## config.mk

```make
export PLATFORM = sky130hd
export DESIGN_NAME = dbgent_entry
export DESIGN_NICKNAME = d
export VERILOG_FILES = /design/src/verilog/dbgent_pkg.sv /design/src/verilog/dbgent_entry.sv /design/src/verilog/dbgent_uart.sv
export SDC_FILE = /design/constraint.sdc
export NUM_CORES = 1
export LEC_CHECK = 0
export BUFFER_PORTS_ARGS = -buffer_cell sky130_fd_sc_hd__buf_2
export CAP_MARGIN = 25
export CORE_ASPECT_RATIO = 1.4
export CORE_MARGIN = 1
export CORE_UTILIZATION = 50
export DETAILED_ROUTE_END_ITERATION = 6
export GPL_TIMING_DRIVEN = 0
export PLACE_DENSITY = 0.66
export SLEW_MARGIN = 20
export SYNTH_ARGS = -nofsm -noshare
export SYNTH_HDL_FRONTEND = slang
export SYNTH_SLANG_ARGS = --single-unit
```

## constraint.sdc

```tcl
create_clock -name clk -period 3.95 [get_ports clk]
set_input_delay 0.79 -clock clk [delete_from_list [all_inputs] [get_ports clk]]
set_output_delay 0.79 -clock clk [all_outputs]
set_load 0.005 [all_outputs]
```

## src/verilog/dbgent_pkg.sv

```systemverilog
// Purpose: Constants and types for the debug port entry handshake.
// Assumes: 50 MHz system clock, fixed 8N1 framing at 9600 baud.
// Notes:   Shared by the entry controller and its serial transceiver.
package dbgent_pkg;

	// ------------------------------------------------------------
	// Timing
	// ------------------------------------------------------------
	localparam int unsigned CLK_HZ        = 50000000;
	localparam int unsigned BAUD          = 9600;
	localparam int unsigned BIT_CYC       = CLK_HZ / BAUD;
	localparam int unsigned HALF_CYC      = BIT_CYC / 2;
	localparam int unsigned WINDOW_MS     = 500;
	localparam int unsigned WINDOW_CYC    = (CLK_HZ / 1000) * WINDOW_MS;
	localparam int unsigned DATA_BITS     = 8;

	// ------------------------------------------------------------
	// Byte values
	// ------------------------------------------------------------
	localparam logic [7:0]  ANNOUNCE_BYTE = 8'h00;
	localparam logic [7:0]  ACK_BYTE      = 8'h4f;

	// ------------------------------------------------------------
	// Types
	// ------------------------------------------------------------
	typedef enum logic [3:0] {
		DBGENT_WAIT_TEST = 4'h1,
		DBGENT_ANNOUNCE  = 4'h2,
		DBGENT_LISTEN    = 4'h4,
		DBGENT_DONE      = 4'h8
	} dbgent_state_t;

	typedef struct packed {
		logic       valid;
		logic       frame_err;
		logic [7:0] data;
	} dbgent_rx_t;

endpackage

```

## src/verilog/dbgent_entry.sv

```systemverilog
// Purpose: Power-up debug entry handshake on the debug serial port.
// Assumes: Self-test completion arrives as a level from same-clock logic.
// Notes:   Decision is made once per reset; only power-up re-arms it.
`timescale 1ns/100ps
module dbgent_entry #(
	parameter int unsigned WINDOW_CYCLES = dbgent_pkg::WINDOW_CYC
) (
	// Clock and reset
	input  wire logic clk,
	input  wire logic rstn,
	// System status
	input  wire logic selftest_done,
	// Debug serial pins
	input  wire logic dbg_rxd,
	output wire logic dbg_txd,
	// Mode outputs
	output logic      debug_mode,
	output logic      script_halt,
	output logic      entry_done
);

	// ------------------------------------------------------------
	// Reset and pin synchronisers
	// ------------------------------------------------------------
	logic [1:0] rst_sync_q;
	logic       rst_n;
	logic       rx_meta_q;
	logic       rx_q;

	// The receive pin follows the host's own clock, so two flops guard it.
	assign rst_n = rst_sync_q[1];

	always_ff @(posedge clk or negedge rstn) begin
		if (!rstn) begin
			rst_sync_q <= 2'b00;
		end else begin
			rst_sync_q <= {rst_sync_q[0], 1'b1};
		end
	end

	always_ff @(posedge clk or negedge rst_n) begin
		if (!rst_n) begin
			rx_meta_q <= 1'b1;
			rx_q      <= 1'b1;
		end else begin
			rx_meta_q <= dbg_rxd;
			rx_q      <= rx_meta_q;
		end
	end

	// ------------------------------------------------------------
	// Transceiver
	// ------------------------------------------------------------
	dbgent_pkg::dbgent_rx_t rx;
	dbgent_pkg::dbgent_state_t state_q;
	dbgent_pkg::dbgent_state_t state_d;
	logic        tx_busy;
	logic        sent_q;
	logic [24:0] win_q;

	wire tx_go = (state_q == dbgent_pkg::DBGENT_ANNOUNCE) && !sent_q;

	dbgent_uart u_uart (
		.clk      (clk),
		.rst_n    (rst_n),
		.tx_start (tx_go),
		.tx_data  (dbgent_pkg::ANNOUNCE_BYTE),
		.tx_busy  (tx_busy),
		.tx_line  (dbg_txd),
		.rx_line  (rx_q),
		.rx_out   (rx)
	);

	// ------------------------------------------------------------
	// Entry sequence
	// ------------------------------------------------------------
	// The window opens at the start bit of the announcement; the host
	// is expected to run the same 8N1 rate with flow control off.
	localparam logic [24:0] WIN_LAST = 25'(WINDOW_CYCLES - 1);
	wire ack_ok = rx.valid && !rx.frame_err
	              && (rx.data == dbgent_pkg::ACK_BYTE);
	wire win_end = (win_q == WIN_LAST);

	always_comb begin
		state_d = state_q;
		unique case (state_q)
			dbgent_pkg::DBGENT_WAIT_TEST: begin
				if (selftest_done) begin
					state_d = dbgent_pkg::DBGENT_ANNOUNCE;
				end
			end
			dbgent_pkg::DBGENT_ANNOUNCE: begin
				if (sent_q) begin
					state_d = dbgent_pkg::DBGENT_LISTEN;
				end
			end
			dbgent_pkg::DBGENT_LISTEN: begin
				if (ack_ok || win_end) begin
					state_d = dbgent_pkg::DBGENT_DONE;
				end
			end
			dbgent_pkg::DBGENT_DONE: begin
				state_d = dbgent_pkg::DBGENT_DONE;
			end
			default: begin
				state_d = dbgent_pkg::DBGENT_DONE;
			end
		endcase
	end

	always_ff @(posedge clk or negedge rst_n) begin
		if (!rst_n) begin
			state_q <= dbgent_pkg::DBGENT_WAIT_TEST;
			sent_q  <= 1'b0;
			win_q   <= 25'h0000000;
		end else begin
			state_q <= state_d;
			if (tx_go) begin
				sent_q <= 1'b1;
			end
			if (state_q == dbgent_pkg::DBGENT_WAIT_TEST) begin
				win_q <= 25'h0000000;
			end else if (!win_end && state_q != dbgent_pkg::DBGENT_DONE) begin
				win_q <= win_q + 25'h0000001;
			end
		end
	end

	always_ff @(posedge clk or negedge rst_n) begin
		if (!rst_n) begin
			debug_mode  <= 1'b0;
			script_halt <= 1'b0;
			entry_done  <= 1'b0;
		end else begin
			if (state_q == dbgent_pkg::DBGENT_LISTEN && ack_ok) begin
				debug_mode  <= 1'b1;
				script_halt <= 1'b1;
			end
			entry_done <= (state_d == dbgent_pkg::DBGENT_DONE);
		end
	end

	// ------------------------------------------------------------
	// Checks
	// ------------------------------------------------------------
	property p_one_announce;
		@(posedge clk) disable iff (!rst_n)
		tx_go |=> !tx_go [*8];
	endproperty
	a_one_announce: assert property (p_one_announce)
		else $error("Announcement started twice.");

	property p_enter_needs_ack;
		@(posedge clk) disable iff (!rst_n)
		$rose(debug_mode) |-> $past(ack_ok)
		&& $past(state_q) == dbgent_pkg::DBGENT_LISTEN;
	endproperty
	a_enter_needs_ack: assert property (p_enter_needs_ack)
		else $error("Debug mode entered without acknowledgement.");

	property p_halt_follows;
		@(posedge clk) disable iff (!rst_n)
		debug_mode == script_halt;
	endproperty
	a_halt_follows: assert property (p_halt_follows)
		else $error("Halt does not match debug mode.");

	property p_expiry_final;
		@(posedge clk) disable iff (!rst_n)
		(entry_done && !debug_mode) |=> !debug_mode && entry_done;
	endproperty
	a_expiry_final: assert property (p_expiry_final)
		else $error("Debug mode changed after window expiry.");

	property p_tx_frame;
		@(posedge clk) disable iff (!rst_n)
		tx_go |=> !dbg_txd;
	endproperty
	a_tx_frame: assert property (p_tx_frame)
		else $error("Start bit missing after announcement.");

	// Once the announcement has left, the pin stays idle until reset.
	property p_single_frame;
		@(posedge clk) disable iff (!rst_n)
		(sent_q && !tx_busy) |=> !tx_busy;
	endproperty
	a_single_frame: assert property (p_single_frame)
		else $error("Second frame started after the announcement.");

	property p_line_idle;
		@(posedge clk) disable iff (!rst_n)
		(sent_q && !tx_busy) |-> dbg_txd;
	endproperty
	a_line_idle: assert property (p_line_idle)
		else $error("Transmit line not idle after the announcement.");

	property p_quiet_before;
		@(posedge clk) disable iff (!rst_n)
		(state_q == dbgent_pkg::DBGENT_WAIT_TEST)
		|-> dbg_txd && !tx_busy && !debug_mode;
	endproperty
	a_quiet_before: assert property (p_quiet_before)
		else $error("Activity before self-test completion.");

	property p_reject_other;
		@(posedge clk) disable iff (!rst_n)
		(rx.valid && rx.data != dbgent_pkg::ACK_BYTE)
		|=> !$rose(debug_mode);
	endproperty
	a_reject_other: assert property (p_reject_other)
		else $error("Debug mode entered on a foreign byte.");

	property p_reject_frame;
		@(posedge clk) disable iff (!rst_n)
		(rx.valid && rx.frame_err) |=> !$rose(debug_mode);
	endproperty
	a_reject_frame: assert property (p_reject_frame)
		else $error("Debug mode entered on a broken frame.");

	property p_timeout_entry;
		@(posedge clk) disable iff (!rst_n)
		($rose(entry_done) && !debug_mode) |-> $past(win_end);
	endproperty
	a_timeout_entry: assert property (p_timeout_entry)
		else $error("Decision without acknowledgement before window end.");

endmodule // dbgent_entry

```

## src/verilog/dbgent_uart.sv

```systemverilog
// Purpose: Fixed 8N1 transceiver at 9600 baud for the debug port.
// Assumes: Receive line already synchronised by the caller.
// Notes:   No rate or framing input exists by design.
`timescale 1ns/100ps
module dbgent_uart (
	// Clock and reset
	input  wire logic               clk,
	input  wire logic               rst_n,
	// Transmit request
	input  wire logic               tx_start,
	input  wire logic [7:0]         tx_data,
	output wire logic               tx_busy,
	output wire logic               tx_line,
	// Receive side
	input  wire logic               rx_line,
	output dbgent_pkg::dbgent_rx_t  rx_out
);

	localparam logic [15:0] BIT_C  = 16'(dbgent_pkg::BIT_CYC - 1);
	localparam logic [15:0] HALF_C = 16'(dbgent_pkg::HALF_CYC - 1);
	localparam logic [3:0]  LAST   = 4'(dbgent_pkg::DATA_BITS + 1);

	// ------------------------------------------------------------
	// Transmitter
	// ------------------------------------------------------------
	logic [9:0]  tsh_q;
	logic [15:0] tcnt_q;
	logic [3:0]  tbit_q;
	logic        tact_q;
	wire         ttick = (tcnt_q == BIT_C);

	assign tx_busy = tact_q;
	// The shift register idles at all ones, so the pin comes from a flop.
	assign tx_line = tsh_q[0];

	always_ff @(posedge clk or negedge rst_n) begin
		if (!rst_n) begin
			tsh_q  <= 10'h3ff;
			tcnt_q <= 16'h0000;
			tbit_q <= 4'h0;
			tact_q <= 1'b0;
		end else if (!tact_q) begin
			if (tx_start) begin
				tsh_q  <= {1'b1, tx_data, 1'b0};
				tcnt_q <= 16'h0000;
				tbit_q <= 4'h0;
				tact_q <= 1'b1;
			end
		end else if (ttick) begin
			tcnt_q <= 16'h0000;
			tsh_q  <= {1'b1, tsh_q[9:1]};
			tbit_q <= tbit_q + 4'h1;
			tact_q <= (tbit_q != LAST);
		end else begin
			tcnt_q <= tcnt_q + 16'h0001;
		end
	end

	// ------------------------------------------------------------
	// Receiver
	// ------------------------------------------------------------
	// Sampling at mid-bit tolerates the usual few percent rate error.
	logic [7:0]  rsh_q;
	logic [15:0] rcnt_q;
	logic [3:0]  rbit_q;
	logic        ract_q;
	wire         rtick = ract_q && (rbit_q == 4'h0 ? rcnt_q == HALF_C
	                                                : rcnt_q == BIT_C);

	always_ff @(posedge clk or negedge rst_n) begin
		if (!rst_n) begin
			rsh_q  <= 8'h00;
			rcnt_q <= 16'h0000;
			rbit_q <= 4'h0;
			ract_q <= 1'b0;
			rx_out <= '0;
		end else begin
			rx_out.valid <= 1'b0;
			if (!ract_q) begin
				if (!rx_line) begin
					ract_q <= 1'b1;
					rcnt_q <= 16'h0000;
					rbit_q <= 4'h0;
				end
			end else if (rtick) begin
				rcnt_q <= 16'h0000;
				rbit_q <= rbit_q + 4'h1;
				if (rbit_q == 4'h0 && rx_line) begin
					ract_q <= 1'b0;
				end else if (rbit_q == LAST) begin
					ract_q           <= 1'b0;
					rx_out.valid     <= 1'b1;
					rx_out.frame_err <= !rx_line;
					rx_out.data      <= rsh_q;
				end else if (rbit_q != 4'h0) begin
					rsh_q <= {rx_line, rsh_q[7:1]};
				end
			end else begin
				rcnt_q <= rcnt_q + 16'h0001;
			end
		end
	end

endmodule // dbgent_uart
```

Yosys cells after proc, flatten, opt, wreduce, memory -nomap -nowiden. Cells that the tools add are included.

Add/subtract/negate cells: 5. Muxes and demuxes: 34. Equality and inequality tests: 15. Bitwise gates (word level): 2. Reductions and logical operators: 20.

Operators with widths (count): two-way mux 16 bit (6); two-way mux 10 bit (7); two-way mux 25 bit (2); two-way mux 4 bit (9); adder 16 x 1 -> 16 bit (second input constant) (2); equality test 16 x 13 -> 1 bit (second input constant) (2); adder 25 x 1 -> 25 bit (second input constant) (1); equality test 25 bit (second input constant) (1); equality test 16 x 12 -> 1 bit (second input constant) (1); case mux 4 bit (3 select lines) (1); two-way mux 1 bit (9); adder 4 x 1 -> 4 bit (second input constant) (2); equality test 4 bit (second input constant) (2); equality test 8 x 7 -> 1 bit (second input constant) (1); inequality test 4 bit (second input constant) (2); logical AND 1 bit (7); AND reduction 5 bit (1); equality test 4 x 1 -> 1 bit (second input constant) (1); equality test 4 x 2 -> 1 bit (second input constant) (1); equality test 4 x 3 -> 1 bit (second input constant) (1); zero test 1 bit (4); zero test 4 bit (1); inequality test 2 bit (second input constant) (2); AND reduction 2 bit (2); 6 further kinds (8).

Bits in registers: 106. Word-level logic and storage cells: 95. Output and inout port bits: 4. Input port bits: 4.

Logic depth before layout (Yosys ltp). Gate-level depths: netlist of run 1.

Depth in word-level cells: 7. Depth in mapped cells: 9. Gate-level depth less buffers: 7.

By module. Synthesis of run 1 repeated with hierarchy kept, for this count alone.

Cell total of the unflattened synthesis: 529. Area total of the unflattened synthesis: 5347.6 um^2.

Modules (own cells, without submodules): dbgent_uart (cells an instance 351, sequential area each 1737.9 um^2, area each 3545.9 um^2, instances 1); dbgent_entry (cells an instance 178, sequential area each 904.6 um^2, area each 1801.7 um^2, instances 1).

Least setup slack after synthesis of run 1. No wires, ideal clock.

Path type: register to register. Start: register u_uart.rcnt_q[9]. End: register u_uart.rx_out[0] in the netlist's numbering. Path slack: 1.625 ns. Data required time: 3.825 ns. Buffers on the path: 0. Stages on the path, launching flop included: 6. Setup time: 0.125 ns. Data arrival time: 2.201 ns. Period minus slack after synthesis: 2.325 ns. Cells stage by stage: dfrtp_1 -> or4b_1 -> nor4_2 -> o21ai_2 -> nor4_4 -> mux2_2.

Word-level cells in the longest chain between the ends: 4. Elaborated cells on any way between the ends: 5. Those cells by class: eq/ne: 2; mux: 1; reduce/logical: 2.

Ends and longest elaborated chain: start, declared (RTL line dbgent_uart.sv:64) `logic [15:0] rcnt_q;`; start signal, assigned (RTL line dbgent_uart.sv:99) `rcnt_q <= rcnt_q + 16'h0001;`; equality test 16 x 13 -> 1 bit or equality test 16 x 12 -> 1 bit (tied branches) (RTL line dbgent_uart.sv:68, dbgent_uart.sv:67); two-way mux 1 bit * (RTL line dbgent_uart.sv:67) `wire rtick = ract_q && (rbit_q == 4'h0 ? rcnt_q == HALF_C`; logical AND 1 bit * (RTL line dbgent_uart.sv:67); AND reduction 4 bit (no source line) *; end, declared (RTL line dbgent_uart.sv:16) `output dbgent_pkg::dbgent_rx_t rx_out`.

Mark *: on every way between the ends. The rest lies on a longest branch, timed or not. A chain may end at the register's enable or synchronous reset.

Worst setup path after layout of run 1.
Start: register u_uart.rcnt_q[0]. End: register u_uart.rx_out[0] in the netlist's numbering.

Same word-level chain as after synthesis.

==> results of run 1 <==
-- area by class of cell --
class | count | area share, %
well taps | 135 | 2.944
repair buffers | 8 | 1.090
plain buffers | 20 | 1.374
inverters | 17 | 1.112
clock inverters | 4 | 1.330
flip-flops and latches | 105 | 46.12
multi-input cells | 364 | 41.74
clock buffers | 12 | 4.296
-- critical path, stage by stage (launching register included) --
cell	delay, ns
dfrtp_1	0.39
ha_1	0.25
or4b_1	0.47
nor3_2	0.28
o21ai_2	0.15
nor4_4	0.61
mux2_2	0.41
-- path summary, 6_finish.rpt --
path | startpoint | end | slack [ns] | cells past startpoint
setup / recovery | u_uart.rcnt_q[0]$_DFFE_PN0P_ | u_uart.rx_out[0]$_DFFE_PN0P_ | 1.26 | 6
min in group clk | rst_sync_q[0]$_DFF_PN0_ | rst_sync_q[1]$_DFF_PN0_ | 0.36 | 0
max in group asynchronous | rst_sync_q[1]$_DFF_PN0_ | u_uart.tsh_q[8]$_DFFE_PN1P_ | 2.88 | 1
hold / removal | rstn | rst_sync_q[1]$_DFF_PN0_ | 0.22 | 1
hold reg to reg | rst_sync_q[1]$_DFF_PN0_ | u_uart.rcnt_q[12]$_DFFE_PN0P_ | 0.36 | 0
setup reg to reg | u_uart.rcnt_q[0]$_DFFE_PN0P_ | u_uart.rx_out[0]$_DFFE_PN0P_ | 1.26 | 6
-- stage by stage --
| step | power, mW | instance area, um2 | hold WS [ns] | util, % |
|---|---|---|---|---|
| after floorplan | 1.295 | 5167 | 0.3312 | - |
| after global placement | 1.330 | 5371 | 0.3363 | 53.97 |
| after detailed placement | 1.342 | 5415 | 0.3405 | 54.41 |
| after CTS | 2.308 | 5738 | 0.2028 | 57.65 |
| after global routing | 2.375 | 5738 | 0.2069 | 57.65 |
| final | 2.286 | 5738 | 0.2177 | 57.65 |
-- Yosys cell counts (all sizes together) (4+ instances only) --
master and count:
or3 8, o211ai 4, o21ai 23, a31oi 10, mux2 16, a22o 12
xnor2 11, inv 17, o31ai 9, o22ai 4, nand3 31, dfstp 12
nand4 14, a21oi 19, and3 14, nand2 49, or4 7, mux2i 5
clkbuf 19, ha 8, nor2 27, nor4b 7, and2 4, dfrtp 93
or4b 5, nor3 12, nor4 14, and4 7, xor2 8
-- state kept, by name, indices dropped and copies added (netlist names), 8 cells and up --
name           flops
win_q             25
u_uart.rcnt_q     16
u_uart.tcnt_q     16
u_uart.rx_out     10
u_uart.tsh_q       9
u_uart.rsh_q       8
-- metal layers --
metal | GRT usage, % | vias up | routed length [um]
met5 | 0 | - | 0
met4 | 9.836 | 0 | 157
met3 | 3.699 | 15 | 323
met2 | 36.48 | 59 | 5419
met1 | 27.21 | 1995 | 4679
li1 | - | 1920 | -
-- cell families after synthesis --
logic type	synth area share, %
other	0.07257
and+or+nand+nor	23.49
buffers and inverters	2.760
AOI/OAI and AO/OA	12.93
xor gates and xnor gates	3.220
DFF	51.14
muxes	4.455
adders and majority gates	1.937
-- power by group through the flow --
stage	clock, mW	combinational [mW]	sequential [mW]
after detailed placement	0	0.149	1.19
after floorplan	0	0.111	1.18
final	0.964	0.149	1.17
after global routing	1.02	0.168	1.18
after global placement	0	0.129	1.20
after CTS	0.985	0.150	1.17
==> impl_metrics.py, run 1 <==
metrics = {
    "run_status": {
        "status": "finished, final reports clean",
    },
    "detailed_routing": {
        "firstDrtPassIters": 4,
        "wl_um": 10580,
        "viasPerCell": 5.998,
        "drt_iter0_drc": 272,
        "antenna_left": 0,
        "vias": 3989,
        "wl_per_cell_um": 15.91,
        "drc_errors": 0,
    },
    "placed_design": {
        "dpl_worst_slack_ns": 1.279,
        "port_buffers": 7,
        "place_congestion": 0.8485,
        "place_hpwl_um": 7213,
        "dp_cells": 649,
    },
    "power": {
        "vdd_drop_max_mv": 0.2236,
        "p_leak_nw": 2.464,
        "pwr-share-seq_pct": 51.3,
        "power_density_nw_per_um2": 398.5,
        "p_sw_mw": 0.5304,
        "clkPwrFrac_pct": 42.2,
        "swShare_pct": 23.20,
        "power_frac_comb_pct": 6.5,
        "internal_power_mw": 1.756,
    },
    "synthesis": {
        "ys_seq_area_share_pct": 51.14,
        "syn_nets": 518,
        "yosysTopAreaCell": "dfrtp_1",
        "synth.distinct_cells": 54,
        "ys.flop_type": "dfrtp_1",
        "ys_warn_count": 0,
        "synth_edf_count": 0,
        "synth_async_sr_flop_share_pct": 100.0,
        "postSynthCellCount": 506,
        "yosysTopAreaCellShare_pct": 45.04,
        "ys_seq_elements": 105,
        "synthTopCellsByArea": "dfrtp_1 (45%), dfstp_2 (6.1%), nand2_1 (3.6%)",
        "avgSynthCellArea_um2": 10.21,
        "syn-cell-area_um2": 5167,
    },
    "timing": {
        "setup_viol": 0,
        "rsz0062_at_grt": "no",
        "skew_ns": 0.007707,
        "slew_headroom_pct": 45.74,
        "drv_slew": 0,
        "fin_crit_ns": 2.687,
        "worst_slew_pin_slew_ns": 0.8118,
        "timing.final.crit_share_pct": 68.02,
        "worst_slack_ns": 1.263,
        "final_hold_viol_count": 0,
        "setup-tns-final_ns": 0,
        "timing.fmax_ghz": 0.3722,
    },
    "clocking": {
        "cts_buffer_depth": 2,
        "cts-resized-gates": 0,
        "numCtsBuffers": 9,
        "clk_pin_slew_ns": 0.07,
        "cts_max_level": 3,
        "cts.sinks": 105,
        "cts_tree": "built",
        "clock_latency_ns": 0.34,
        "post_cts_buffers": 0,
        "hold_buffers": 0,
        "clockRootBuffer": "clkbuf_16",
    },
    "floorplanning": {
        "pin_count": 8,
        "core.rowCount": 43,
        "initial_utilization_pct": 51.92,
        "coreArea_um2": 9953,
        "fp.dieArea_um2": 10750,
        "fp.dieW_um": 87.92,
        "chipHeight_um": 122.3,
    },
    "cells_and_area": {
        "fill_cells": 878,
        "num_antenna_cells": 0,
        "area_delta_synth_final_pct": 11.04,
        "layout_commonest_cell": "dfrtp_1",
        "final-seq-area_um2": 2646,
        "layout_common_cells": "dfrtp_1 (92), nand2_1 (49), nand3_1 (31), nor2_1 (27)",
        "final_cell_count_no_fill": 665,
        "layout.nets": 537,
        "multi_input_area_um2": 2395,
        "layout-drive-gt1-share_pct": 12.64,
    },
    "worst_hold_path": {
        "hp-class": "input pin to asynchronous set/reset pin",
    },
    "setup_path": {
        "worst-path-max-fanout": 10,
        "end_kind": "flop",
        "arrival_ns": 2.91,
        "crit_path_start_kind": "flop",
        "required_ns": 4.18,
        "setup.worst_path.class": "flop to flop",
    },
    "global_routing": {
        "grt_usage_pct": 21.73,
        "grt_pass1_wl_um": 18270,
        "overflow": 0,
        "grt_pass1_vias": 3919,
        "antenna_found_initial": 0,
        "grt_max_degree": 59,
    },
    "run": {
        "drv_cap": 0,
    },
}
Note: power is estimated with default switching activity, not from simulation.
==> run 2, diff against run 1 <==
==> constraint.sdc (replaced) <==
create_clock -name clk -period 2.6 [get_ports clk]
set_input_delay 0.52 -clock clk [delete_from_list [all_inputs] [get_ports clk]]
set_output_delay 0.52 -clock clk [all_outputs]
set_load 0.005 [all_outputs]
==> run 2 against run 1 <==
Compared with the run above: hold slack better by 0.046 ns; sequential power up 52%; die area unchanged; cell count up 0.60%; maximum frequency up 8.4%; count of clock-buffer cells in the layout down 3; worst setup slack worse by 1.1 ns; cell area up 1.1%; register-to-register slack worse by 1.1 ns; combinational power up 53%; clock skew up 0.0011 ns; highest routed layer unchanged.
==> impl_metrics.py, run 2 (synthesis results as in run 1) <==
metrics = {
    "detailed_routing": {
        "wl_per_cell_um": 15.94,
        "antenna_left": 0,
        "viasPerCell": 5.952,
        "firstDrtPassIters": 4,
        "drt_iter0_drc": 210,
        "drc_errors": 0,
        "wl_um": 10670,
        "vias": 3982,
    },
    "cells_and_area": {
        "postLayoutCellArea_um2": 5799,
        "largest_register": "win_q",
        "final_cell_count_no_fill": 669,
        "layout_common_cells": "dfrtp_1 (92), nand2_1 (48), nand3_1 (31), nor2_1 (27), o21ai_0 (21)",
        "fill_cells": 864,
        "area_delta_synth_final_pct": 12.23,
        "layout-drive-gt1-share_pct": 14.23,
        "num_antenna_cells": 0,
        "largest_reg_flops": 25,
        "layout.nets": 541,
        "multi_input_area_um2": 2415,
        "layout_commonest_cell": "dfrtp_1",
        "reg_top3": "win_q x25, u_uart.rcnt_q x16, u_uart.tcnt_q x16",
        "final-seq-area_um2": 2646,
    },
    "global_routing": {
        "overflow": 0,
        "grt_usage_pct": 21.99,
        "grt_pass1_vias": 3899,
        "grt_pass1_wl_um": 18330,
        "grt_max_degree": 54,
        "antenna_found_initial": 0,
    },
    "setup_path": {
        "required_ns": 2.83,
        "r2r_start": "u_uart.rcnt_q[9]$_DFFE_PN0P_",
        "rr_worst_depth": 6,
        "worstReg2RegEnd": "u_uart.rcnt_q[13]$_DFFE_PN0P_",
        "end_kind": "flop",
        "worst-path-max-fanout": 10,
        "arrival_ns": 2.71,
        "setup.worst_path.class": "flop to flop",
        "crit_path_start_kind": "flop",
        "reg2reg_slack_ns": 0.12,
    },
    "timing": {
        "final_hold_viol_count": 0,
        "skew_ns": 0.008788,
        "slew_headroom_pct": 42.14,
        "whs_ns": 0.2638,
        "timing.final.crit_share_pct": 95.32,
        "setup_viol": 0,
        "setup-tns-final_ns": 0,
        "worst_slew_pin_slew_ns": 0.8599,
        "timing.fmax_ghz": 0.4035,
        "drv_slew": 0,
        "fin_crit_ns": 2.478,
        "rsz0062_at_grt": "no",
    },
    "power": {
        "power_density_nw_per_um2": 607.8,
        "vdd_drop_max_mv": 0.3946,
        "p_leak_nw": 2.498,
    },
    "clocking": {
        "cts_max_level": 3,
        "cts_buffer_depth": 2,
        "clock_latency_ns": 0.35,
        "clockRootBuffer": "clkbuf_16",
        "cts.sinks": 105,
        "cts_tree": "built",
        "clk_pin_slew_ns": 0.08,
        "numCtsBuffers": 9,
    },
    "placed_design": {
        "place_area_um2": 5420,
        "place_congestion": 0.8362,
        "port_buffers": 7,
        "place_hpwl_um": 7384,
        "dp_cells": 650,
    },
    "floorplanning": {
        "pin_count": 8,
        "fp.dieArea_um2": 10750,
        "initial_utilization_pct": 51.92,
        "fp.dieW_um": 87.92,
        "core.rowCount": 43,
        "chipHeight_um": 122.3,
        "coreArea_um2": 9953,
    },
    "worst_hold_path": {
        "hold-path-endpoint": "rx_meta_q$_DFF_PN1_",
        "whs_path_depth": 1,
        "hp-class": "input pin to flop",
        "min_from": "dbg_rxd",
    },
    "run_status": {
        "status": "finished, final reports clean",
    },
    "run": {
        "drv_cap": 0,
    },
}
run 2: cell types whose count changed in the layout (fill, tap and decap cells not counted), sizes merged:
cell / previous run / this run
inv: 17 / 22
clkinv: 1 / 0
clkbuf: 31 / 27
dlygate4sd3: 0 / 1
clkinvlp: 1 / 0
buf: 9 / 13
run 2: routing by layer:
layer	vias up	track usage, %	share of wire, %
li1	1938	-	-
met1	1976	26.74	44
met2	51	38.08	52
met3	17	4.169	2.4
met4	0	8.607	1.9
met5	-	0	0
run 2: per-stage QoR:
stage	power, mW	utilization [%]	setup WS (ns)
2_1_floorplan	1.967	-	0.2747
3_3_place_gp	2.017	53.98	-0.06914
3_5_place_dp	2.037	54.46	-0.07106
4_1_cts	3.556	58.13	0.08913
5_1_grt	3.665	58.27	0.008311
6_report	3.525	58.27	0.1216
run 2: worst max-delay path: stages, from the launching register on:
cell and delay (ns):
dfrtp_1 0.46, or4b_1 0.55, nor4_2 0.35, o21ai_2 0.16, clkbuf_2 0.24, and2_1 0.28
a221o_1 0.31
run 2: layout make-up:
type                            count  area share, %
Tap cell                          135          2.913
Timing Repair Buffer               12          1.597
Clock buffer                        9          3.883
Sequential cell                   105          45.63
Multi-Input combinational cell    364          41.64
Buffer                             20          1.402
Inverter                           17          1.100
Clock inverter                      7          1.834
run 2: report_power, final:
group	internal [mW]	total [mW]	switching, mW
Clock	0.866	1.51	0.648
Combinational	0.103	0.228	0.125
Sequential	1.69	1.78	0.0897
Total	2.66	3.52	0.863
run 2: worst max path at each step:
stage / start / endpoint / slack, ns
after detailed placement: u_uart.rbit_q[0]$_DFFE_PN0P_ / u_uart.rbit_q[2]$_DFFE_PN0P_ / -0.07
after global placement: u_uart.rbit_q[0]$_DFFE_PN0P_ / u_uart.rcnt_q[4]$_DFFE_PN0P_ / -0.07
after global routing: u_uart.rcnt_q[0]$_DFFE_PN0P_ / u_uart.rcnt_q[4]$_DFFE_PN0P_ / 0.008
after CTS: u_uart.rbit_q[1]$_DFFE_PN0P_ / u_uart.rcnt_q[13]$_DFFE_PN0P_ / 0.09
after floorplan: u_uart.rcnt_q[9]$_DFFE_PN0P_ / u_uart.rx_out[0]$_DFFE_PN0P_ / 0.27
final: u_uart.rcnt_q[9]$_DFFE_PN0P_ / u_uart.rcnt_q[13]$_DFFE_PN0P_ / 0.12
run 2: what timing repair did:
| item | CTS | global route |
|---|---|---|
| endpoints found under the setup margin | 22 | 15 |
| endpoints found under the hold margin | 2 | 0 |
| buffers inserted | 2 | 0 |
| pin swaps | 1 | 0 |
| hold buffers | 1 | 0 |
| gates resized for setup | 3 | 4 |
